### src/rtl/pcc_pkg.sv
// package: constants shared by the synthesizer calibration controller ends
package pcc_pkg;
  localparam int unsigned CLK_HZ = 10_000_000;
  // fast-routine times in microseconds, wait codes 00..11
  localparam int unsigned CAL_US_0 = 1000;
  localparam int unsigned CAL_US_1 = 1500;
  localparam int unsigned CAL_US_2 = 2900;
  localparam int unsigned CAL_US_3 = 3900;
  localparam int unsigned CAL_CYC_0 = CAL_US_0 * (CLK_HZ / 1_000_000);
  localparam int unsigned CAL_CYC_1 = CAL_US_1 * (CLK_HZ / 1_000_000);
  localparam int unsigned CAL_CYC_2 = CAL_US_2 * (CLK_HZ / 1_000_000);
  localparam int unsigned CAL_CYC_3 = CAL_US_3 * (CLK_HZ / 1_000_000);
  localparam int unsigned NORMAL_FACTOR = 2;
  localparam logic [3:0] LOCK_SEL_LOCK = 4'h2;
  localparam logic [3:0] LOCK_SEL_DONE = 4'h5;
  localparam logic [3:0] LOCK_SEL_RESET = 4'h0;
  localparam logic [3:0] PUMP_RESET = 4'h0;
  localparam logic [7:0] BW_RESET = 8'h00;
  // controller register byte offsets
  localparam logic [7:0] OFS_CTRL = 8'h00;
  localparam logic [7:0] OFS_CFG = 8'h04;
  localparam logic [7:0] OFS_STAT = 8'h08;
  localparam int unsigned LOCK_DELAY = 50;
  localparam logic [1:0] RESP_OKAY = 2'b00;
  localparam logic [1:0] RESP_SLVERR = 2'b10;
endpackage

### src/rtl/pcc_link_if.sv
// interface: configuration link between host controller and synthesizer device
`timescale 1ns/10ps
interface pcc_link_if;
  logic cal_start;
  logic [2:0] calib_vctrl_code;
  logic [1:0] cal_wait;
  logic cal_dual;
  logic cal_fast;
  logic word_select;
  logic band_choice;
  logic [7:0] loop_bandwidth_setting;
  logic [3:0] lock_select;
  logic [7:0] amplifier_level_reg;
  logic cal_done;
  logic pll_locked_flag;
  logic [3:0] pump_current_code;
  logic lock_pin;
  modport dev (input cal_start, calib_vctrl_code, cal_wait, cal_dual, cal_fast, word_select, band_choice,
    loop_bandwidth_setting, lock_select, amplifier_level_reg,
    output cal_done, pll_locked_flag, pump_current_code, lock_pin);
  modport host (output cal_start, calib_vctrl_code, cal_wait, cal_dual, cal_fast, word_select, band_choice,
    loop_bandwidth_setting, lock_select, amplifier_level_reg,
    input cal_done, pll_locked_flag, pump_current_code, lock_pin);
endinterface

### src/rtl/pcc_host.sv
// module: host end, AXI4-Lite registers driving the configuration link
//
// The register addresses and register access over AXI4-Lite were left to the implementer.
`timescale 1ns/10ps
module pcc_host
  import pcc_pkg::*;
(
  // clock and reset
  input wire logic mclk,
  input wire logic rst,
  // axi write
  input wire logic [7:0] s_axi_awaddr,
  input wire logic s_axi_awvalid,
  output logic s_axi_awready,
  input wire logic [31:0] s_axi_wdata,
  input wire logic [3:0] s_axi_wstrb,
  input wire logic s_axi_wvalid,
  output logic s_axi_wready,
  output logic [1:0] s_axi_bresp,
  output logic s_axi_bvalid,
  input wire logic s_axi_bready,
  // axi read
  input wire logic [7:0] s_axi_araddr,
  input wire logic s_axi_arvalid,
  output logic s_axi_arready,
  output logic [31:0] s_axi_rdata,
  output logic [1:0] s_axi_rresp,
  output logic s_axi_rvalid,
  input wire logic s_axi_rready,
  // link
  pcc_link_if.host link
);
  logic [31:0] ctrl;
  logic [31:0] cfg;
  logic [7:0] aw_addr;
  logic aw_have;
  logic w_have;
  logic [31:0] w_data;
  logic [3:0] w_strb;
  logic [2:0] lock_sync;
  logic [31:0] stat;
  ////////////////////////////////////////////////////////////////
  // write channel: address and data taken in either order
  always_ff @(posedge mclk)
  begin
    if (rst)
    begin
      aw_have <= 1'b0;
      w_have <= 1'b0;
      aw_addr <= 8'h00;
      w_data <= 32'h0000_0000;
      w_strb <= 4'h0;
    end
    else
    begin
      if (s_axi_awvalid && s_axi_awready)
      begin
        aw_have <= 1'b1;
        aw_addr <= s_axi_awaddr;
      end
      if (s_axi_wvalid && s_axi_wready)
      begin
        w_have <= 1'b1;
        w_data <= s_axi_wdata;
        w_strb <= s_axi_wstrb;
      end
      if (aw_have && w_have)
      begin
        aw_have <= 1'b0;
        w_have <= 1'b0;
      end
    end
  end
  assign s_axi_awready = !aw_have && !s_axi_bvalid;
  assign s_axi_wready = !w_have && !s_axi_bvalid;
  // start is a level the device edge-detects; software clears it to rearm
  always_ff @(posedge mclk)
  begin
    if (rst)
    begin
      ctrl <= 32'h0000_0000;
      cfg <= {20'h0_0000, LOCK_SEL_RESET, BW_RESET};
      s_axi_bvalid <= 1'b0;
      s_axi_bresp <= RESP_OKAY;
    end
    else
    begin
      if (aw_have && w_have)
      begin
        s_axi_bvalid <= 1'b1;
        s_axi_bresp <= (aw_addr == OFS_CTRL || aw_addr == OFS_CFG) ? RESP_OKAY : RESP_SLVERR;
        for (int i = 0; i < 4; i++)
        begin
          if (w_strb[i] && aw_addr == OFS_CTRL)
            ctrl[i*8 +: 8] <= w_data[i*8 +: 8];
          if (w_strb[i] && aw_addr == OFS_CFG)
            cfg[i*8 +: 8] <= w_data[i*8 +: 8];
        end
      end
      else if (s_axi_bvalid && s_axi_bready)
        s_axi_bvalid <= 1'b0;
    end
  end
  ////////////////////////////////////////////////////////////////
  always_ff @(posedge mclk)
  begin
    if (rst)
      lock_sync <= 3'b000;
    else
      lock_sync <= {lock_sync[1:0], link.lock_pin};
  end
  assign stat = {23'h00_0000, lock_sync[2], link.pump_current_code, 2'b00, link.pll_locked_flag, link.cal_done};
  assign s_axi_arready = !s_axi_rvalid;
  always_ff @(posedge mclk)
  begin
    if (rst)
    begin
      s_axi_rvalid <= 1'b0;
      s_axi_rdata <= 32'h0000_0000;
      s_axi_rresp <= RESP_OKAY;
    end
    else if (s_axi_arvalid && s_axi_arready)
    begin
      s_axi_rvalid <= 1'b1;
      s_axi_rresp <= RESP_OKAY;
      unique case (s_axi_araddr)
        OFS_CTRL: s_axi_rdata <= ctrl;
        OFS_CFG: s_axi_rdata <= cfg;
        OFS_STAT: s_axi_rdata <= stat;
        default:
        begin
          s_axi_rdata <= 32'h0000_0000;
          s_axi_rresp <= RESP_SLVERR;
        end
      endcase
    end
    else if (s_axi_rvalid && s_axi_rready)
      s_axi_rvalid <= 1'b0;
  end
  ////////////////////////////////////////////////////////////////
  // ramp steps and recalibration loops are software's job
  always_ff @(posedge mclk)
  begin
    if (rst)
    begin
      link.cal_start <= 1'b0;
      link.calib_vctrl_code <= 3'h0;
      link.cal_wait <= 2'b00;
      link.cal_dual <= 1'b0;
      link.cal_fast <= 1'b0;
      link.word_select <= 1'b0;
      link.band_choice <= 1'b0;
      link.amplifier_level_reg <= 8'h00;
      link.loop_bandwidth_setting <= BW_RESET;
      link.lock_select <= LOCK_SEL_RESET;
    end
    else
    begin
      link.cal_start <= ctrl[0];
      link.calib_vctrl_code <= ctrl[3:1];
      link.cal_wait <= ctrl[5:4];
      link.cal_dual <= ctrl[6];
      link.cal_fast <= ctrl[7];
      link.word_select <= ctrl[8];
      link.band_choice <= ctrl[9];
      link.amplifier_level_reg <= ctrl[23:16];
      link.loop_bandwidth_setting <= cfg[7:0];
      link.lock_select <= cfg[11:8];
    end
  end
endmodule // pcc_host

### src/flat_wrapper.sv
// flat-port wrapper written by rule: the top's interface ports become plain ports
module pcc_host_flat import pcc_pkg::*;
  (mclk, rst, s_axi_awaddr, s_axi_awvalid, s_axi_awready, s_axi_wdata, s_axi_wstrb, s_axi_wvalid, s_axi_wready, s_axi_bresp, s_axi_bvalid, s_axi_bready, s_axi_araddr, s_axi_arvalid, s_axi_arready, s_axi_rdata, s_axi_rresp, s_axi_rvalid, s_axi_rready, link_cal_start, link_calib_vctrl_code, link_cal_wait, link_cal_dual, link_cal_fast, link_word_select, link_band_choice, link_loop_bandwidth_setting, link_lock_select, link_amplifier_level_reg, link_cal_done, link_pll_locked_flag, link_pump_current_code, link_lock_pin);
  pcc_link_if link_i ();
  input wire logic mclk;
  input wire logic rst;
  input wire logic [7:0] s_axi_awaddr;
  input wire logic s_axi_awvalid;
  output logic s_axi_awready;
  input wire logic [31:0] s_axi_wdata;
  input wire logic [3:0] s_axi_wstrb;
  input wire logic s_axi_wvalid;
  output logic s_axi_wready;
  output logic [1:0] s_axi_bresp;
  output logic s_axi_bvalid;
  input wire logic s_axi_bready;
  input wire logic [7:0] s_axi_araddr;
  input wire logic s_axi_arvalid;
  output logic s_axi_arready;
  output logic [31:0] s_axi_rdata;
  output logic [1:0] s_axi_rresp;
  output logic s_axi_rvalid;
  input wire logic s_axi_rready;
  output wire logic [$bits(link_i.cal_start)-1:0] link_cal_start;
  output wire logic [$bits(link_i.calib_vctrl_code)-1:0] link_calib_vctrl_code;
  output wire logic [$bits(link_i.cal_wait)-1:0] link_cal_wait;
  output wire logic [$bits(link_i.cal_dual)-1:0] link_cal_dual;
  output wire logic [$bits(link_i.cal_fast)-1:0] link_cal_fast;
  output wire logic [$bits(link_i.word_select)-1:0] link_word_select;
  output wire logic [$bits(link_i.band_choice)-1:0] link_band_choice;
  output wire logic [$bits(link_i.loop_bandwidth_setting)-1:0] link_loop_bandwidth_setting;
  output wire logic [$bits(link_i.lock_select)-1:0] link_lock_select;
  output wire logic [$bits(link_i.amplifier_level_reg)-1:0] link_amplifier_level_reg;
  input wire logic [$bits(link_i.cal_done)-1:0] link_cal_done;
  input wire logic [$bits(link_i.pll_locked_flag)-1:0] link_pll_locked_flag;
  input wire logic [$bits(link_i.pump_current_code)-1:0] link_pump_current_code;
  input wire logic [$bits(link_i.lock_pin)-1:0] link_lock_pin;
  assign link_cal_start = link_i.cal_start;
  assign link_calib_vctrl_code = link_i.calib_vctrl_code;
  assign link_cal_wait = link_i.cal_wait;
  assign link_cal_dual = link_i.cal_dual;
  assign link_cal_fast = link_i.cal_fast;
  assign link_word_select = link_i.word_select;
  assign link_band_choice = link_i.band_choice;
  assign link_loop_bandwidth_setting = link_i.loop_bandwidth_setting;
  assign link_lock_select = link_i.lock_select;
  assign link_amplifier_level_reg = link_i.amplifier_level_reg;
  assign link_i.cal_done = link_cal_done;
  assign link_i.pll_locked_flag = link_pll_locked_flag;
  assign link_i.pump_current_code = link_pump_current_code;
  assign link_i.lock_pin = link_lock_pin;
  pcc_host u_core (.mclk(mclk), .rst(rst), .s_axi_awaddr(s_axi_awaddr), .s_axi_awvalid(s_axi_awvalid), .s_axi_awready(s_axi_awready), .s_axi_wdata(s_axi_wdata), .s_axi_wstrb(s_axi_wstrb), .s_axi_wvalid(s_axi_wvalid), .s_axi_wready(s_axi_wready), .s_axi_bresp(s_axi_bresp), .s_axi_bvalid(s_axi_bvalid), .s_axi_bready(s_axi_bready), .s_axi_araddr(s_axi_araddr), .s_axi_arvalid(s_axi_arvalid), .s_axi_arready(s_axi_arready), .s_axi_rdata(s_axi_rdata), .s_axi_rresp(s_axi_rresp), .s_axi_rvalid(s_axi_rvalid), .s_axi_rready(s_axi_rready), .link(link_i));
endmodule
### config.mk
export PLATFORM = sky130hd
export DESIGN_NAME = pcc_host_flat
export DESIGN_NICKNAME = d
export VERILOG_FILES = /design/src/rtl/pcc_pkg.sv /design/src/rtl/pcc_link_if.sv /design/src/rtl/pcc_host.sv /design/src/flat_wrapper.sv
export SDC_FILE = /design/constraint.sdc
export NUM_CORES = 1
export LEC_CHECK = 0
export ABC_CLOCK_PERIOD_IN_PS = 1900
export BUFFER_PORTS_ARGS = -buffer_cell sky130_fd_sc_hd__buf_4
export CORE_MARGIN = 2
export CORE_UTILIZATION = 40
export DETAILED_ROUTE_END_ITERATION = 7
export GPL_TIMING_DRIVEN = 0
export REMOVE_ABC_BUFFERS = 1
export SETUP_SLACK_MARGIN = 0.3
export SLEW_MARGIN = 20
export SYNTH_ARGS = -nofsm -noshare
export SYNTH_HDL_FRONTEND = slang
export SYNTH_SLANG_ARGS = --single-unit
### constraint.sdc
create_clock -name mclk -period 1.9 [get_ports mclk]
set_input_delay 0.095 -clock mclk [delete_from_list [all_inputs] [get_ports mclk]]
set_output_delay 0.095 -clock mclk [all_outputs]
set_load 0.02 [all_outputs]
-- After elaboration in Yosys (flattened, before gate mapping)
Cells that the tools add are included.
- logic and storage cells: 74
- RAM bits: 0
- latch bits: 0
- input bits: 66
- output and inout port bits: 71
- register bits after elaboration: 181
- memories: 0
- bits in read-only memories: 0
- shift operators: 0
- equality and inequality tests: 3
- div/mod/pow operators: 0
- add/subtract/negate cells: 0
- bitwise operators: 0
- $mul: 0
- muxes and demuxes: 7
- reductions and logical operators: 35
- order comparisons: 0
- operators by type and width (operator ; count):
    32-bit one-hot mux with 3 select lines ; 1
    8-bit by 3-bit == test with 1-bit output (second input constant) ; 2
    1-bit logical AND ; 16
    8-bit logical NOT ; 2
    2-bit AND reduction ; 8
    8-bit by 4-bit == test with 1-bit output (second input constant) ; 1
    1-bit logical NOT ; 4
    1-bit 2-to-1 mux ; 4
    2-bit 2-to-1 mux ; 2
    2-bit nonzero test ; 2
    3-bit OR reduction ; 1
    2-bit OR reduction ; 1
    1-bit logical OR ; 1

-- Depth between registers and ports, before layout
- depth after elaboration: 3
- mapped depth: 5
- gate-level depth less buffers: 3

-- Worst setup path before layout
OpenSTA, ideal clock, no wires.
- kind: register -> register
- start: reg u_core.aw_addr[3]
- end: reg u_core.cfg[16]
- setup slack: 176 ps
- library setup time: 72 ps
- buffers on the path: 1
- arrival time: 1652 ps
- clock period less this slack: 1724 ps
- required time: 1828 ps
- cell stages (with the launch flop): 5
- path through: dfxtp_1 -> or4_4 -> buf_6 -> nor3_4 -> mux2i_1
- longest elaborated chain between the ends: 3
- ends and longest elaborated chain (what ; line ; source):
    start: declaration ; pcc_host.sv:35 ; logic [7:0] aw_addr;
    start signal: assignment ; pcc_host.sv:59 ; aw_addr <= s_axi_awaddr;
    8-bit by 3-bit == test with 1-bit output ; pcc_host.sv:96 ; if (w_strb[i] && aw_addr == OFS_CFG)
    1-bit logical AND ; pcc_host.sv:96 ;
    2-bit AND reduction (no source line) ; n/a ;
    end signal: assignment ; pcc_host.sv:82 ; cfg <= {20'h0_0000, LOCK_SEL_RESET, BW_RESET};
    end signal: indexed assignment ; pcc_host.sv:97 ; cfg[i*8 +: 8] <= w_data[i*8 +: 8];
    end: declaration ; pcc_host.sv:34 ; logic [31:0] cfg;
Every way passes these cells.
A chain may end at the register's enable or synchronous reset.

-- Final worst setup path
- start: reg u_core.aw_addr[4]
- end: reg u_core.ctrl[29]
- longest elaborated chain between the ends: 3
- ends and longest elaborated chain (what ; line ; source):
    8-bit logical NOT ; pcc_host.sv:94 ; if (w_strb[i] && aw_addr == OFS_CTRL)
    1-bit logical AND ; pcc_host.sv:94 ;
    2-bit AND reduction (no source line) ; n/a ;
    end signal: indexed assignment ; pcc_host.sv:95 ; ctrl[i*8 +: 8] <= w_data[i*8 +: 8];
    end: declaration ; pcc_host.sv:33 ; logic [31:0] ctrl;
Every way passes these cells.

==> impl_metrics.json <==
{
  "numPortBuffers": 134,
  "pwr-share-clk_pct": 41.0,
  "yosysMostFrequentCell": "dfxtp_1",
  "synth_ff_type": "dfxtp_1",
  "grt_pass1_vias": 5829,
  "internal_power_mw": 6.27,
  "wl_mm": 19.4,
  "core_area_mm2": 0.0172,
  "hold_viol": 0,
  "power_density_mw_per_mm2": 850,
  "fin_ws_ns": 0.185,
  "io_pins": 137,
  "relSlewSlack_pct": 34.9,
  "synth_top_area_share_pct": 50.9,
  "rrSetupSlack_ns": 0.18,
  "p_leak_nw": 4.22,
  "overflow": 0,
  "start_util_pct": 40.9,
  "area_growth_pct": 40.0,
  "cp.arrival_ns": 1.98,
  "rows": 48,
  "ys_seq_elements": 179,
  "sw_frac_of_total_pct": 25.2,
  "maxSlewViolCount": 0,
  "drive_gt1_share_pct": 29.9,
  "final_cell_area_mm2": 0.00986,
  "comb_power_share_pct": 12.2,
  "drv_cap": 0,
  "drtIter0Drc": 410,
  "grt_pass1_wl_mm": 30.0,
  "n_fill_cell": 1478,
  "placed_area_mm2": 0.00832,
  "synthTopCellsByCount": "179 x dfxtp_1, 82 x mux2i_1, 60 x nand2b_1",
  "clk_pin_slew_ns": 0.06,
  "rsz0062_at_grt": "true",
  "timing.hold.ws_ns": 0.0597,
  "avgViaCountPerCell": 5.27,
  "synth_area_leaders": "dfxtp_1 51%, mux2i_1 12%, nand2b_1 5.3%, mux2_2 5.1%, nand4_1 4.7%",
  "antenna_left": 0,
  "die_area_mm2": 0.0187,
  "finalSetupViolCount": 0,
  "switching_power_mw": 2.11,
  "cp_max_fo": 6,
  "postSynth.asyncResetShare_pct": 0,
  "grt_max_degree": 170,
  "worst_slew_pin_slew_ns": 0.977,
  "dpl_worst_slack_ns": -0.268,
  "fin_crit_sh_pct": 90.3,
  "finalPower_mw": 8.38,
  "synth.largest_area_cell": "dfxtp_1",
  "die_x_um": 137,
  "die_y_um": 137,
  "h-tree-depth": 4,
  "peakVddDrop_mv": 0.633,
  "fin_skew_ns": 0.00701,
  "clock_path_buffers": 2,
  "synth_cells": 708,
  "crit_path_start_kind": "flip-flop",
  "ff_latch_area_mm2": 0.00360,
  "status": "finished clean",
  "drtPass1Iterations": 5,
  "clk_latency_ns": 0.43,
  "final_nets": 966,
  "syn_avg_cell_area_um2": 9.95,
  "hp-class": "input pin to flip-flop",
  "vias": 5999,
  "synth_edf_count": 0,
  "pwr-share-seq_pct": 46.8,
  "dp_hpwl_mm": 11.7,
  "drc": 0,
  "yosysWarnings": 0,
  "setup_tns_ns": 0,
  "syn-cell-area_mm2": 0.00705,
  "cts-root-buf": "clkbuf_16",
  "gp_congestion": 0.732,
  "endpoint_kind": "flip-flop",
  "multi_input_area_mm2": 0.00330,
  "fin_crit_ns": 1.72,
  "cts_made_buffers": 17,
  "fmax_mhz": 583,
  "critical_path_required_ns": 2.16,
  "grtUsageTotal_pct": 20.6,
  "cts_tree": "yes",
  "yosysUniqueCellTypes": 35,
  "ys_seq_area_share_pct": 50.9,
  "wire_per_inst_um": 17.1,
  "clock-sinks": 179,
  "antenna_found_initial": 0,
  "antenna_cells": 0,
  "crit_type": "flip-flop to flip-flop"
}
==> timing repair <==
| item | CTS | global route |
|---|---|---|
| hold buffers | 49 | 0 |
| pin swaps | 10 | 9 |
| resized for setup | 15 | 23 |
| endpoints found under the hold margin | 49 | 0 |
| setup endpoints to repair | 101 | 79 |
| buffers inserted | 13 | 12 |
| gates cloned | 2 | 2 |
==> kinds of logic (layout without fill, tap and decap cells) <==
kind of cell	after synthesis	count (layout)	synth area share (%)
other	1	2	0.0532
AO/OA/AOI/OAI	97	97	8.61
AND/OR/NAND/NOR	227	230	18.6
multiplexers	114	114	16.8
flip-flops	179	179	50.9
buffers and inverters	90	291	5.10
==> path summary, 6_finish.rpt <==
kind                                                      endpoint  cells after the start                            from
worst max register to register        u_core.ctrl[29]$_SDFFE_PP0P_                      4  u_core.aw_addr[4]$_SDFFE_PP0P_
worst min-delay path            u_core.s_axi_rdata[0]$_SDFFE_PP0P_                      3                   link_cal_done
worst min register to register      u_core.lock_sync[1]$_SDFF_PP0_                      1  u_core.lock_sync[0]$_SDFF_PP0_
worst max-delay path                  u_core.ctrl[29]$_SDFFE_PP0P_                      4  u_core.aw_addr[4]$_SDFFE_PP0P_
==> critical path: stages (launching register included) <==
cell and delay (ns):
dfxtp_4 0.37, or4_4 0.65, buf_12 0.18, o31ai_1 0.24, a21oi_1 0.11
==> metal layers <==
metal	GRT usage [%]	vias up	part of all wire (%)
met5	0	-	0
met1	27.4	2858	45
li1	-	2876	-
met2	33.0	228	47
met4	8.62	0	2.0
met3	3.85	37	6.0
==> cell usage in the layout (no fill, tap or decap), types with 2 or more instances in the layout <==
master         Yosys  final
buf_4              2    154
a211oi_1           7      7
and4b_1            2      2
conb_1             1      2
a21oi_1           54     53
nor2_1            50     50
o21ai_0            2      2
nand2_1           33     33
clkinv_4           0      3
o31ai_2            0      3
buf_6              1     12
o31ai_4            0      4
clkinvlp_4         0      4
nand4b_1           2      2
dfxtp_1          179    174
nor2b_1            8      8
or3_4              0      2
nor4_4             1      2
mux2_2            32     32
buf_8              0      2
dfxtp_2            0      2
mux2i_1           82     81
clkbuf_16          0     18
o31ai_1           26     19
and4_1             2      2
dlygate4sd3_1      0     48
nor3_4             3      4
nand2b_1          60     59
nand4_1           53     53
dfxtp_4            0      3
a222oi_1           7      7
and2_1             2      2
inv_1             34     33
clkbuf_8           0      5
buf_12             0      6
nand4_4            0      2
or4_4              1      3
==> power groups by stage <==
stage          Combinational, mW  Sequential, mW  Clock [mW]
3_3_place_gp               0.693            3.98           0
5_1_grt                     1.09            3.93        3.67
2_1_floorplan              0.388            3.97           0
3_5_place_dp               0.745            3.99           0
6_report                    1.02            3.92        3.44
4_1_cts                    0.888            3.91        3.52
==> cell type report <==
| class | count | area share [%] |
|---|---|---|
| multi-input cells | 443 | 33.5 |
| repair buffers | 225 | 20.0 |
| clock buffers | 22 | 4.91 |
| well taps | 225 | 2.85 |
| flip-flops and latches | 179 | 36.5 |
| clock inverters | 10 | 1.01 |
| inverters | 34 | 1.29 |
==> through the flow <==
stage / utilization (%) / cells
6_report: 57.2 / 1138
3_3_place_gp: 47.0 / 1012
5_1_grt: 57.2 / 1138
4_1_cts: 55.6 / 1124
3_5_place_dp: 48.3 / 1028
2_1_floorplan: - / 653
Power figures use the tool's default switching activity.
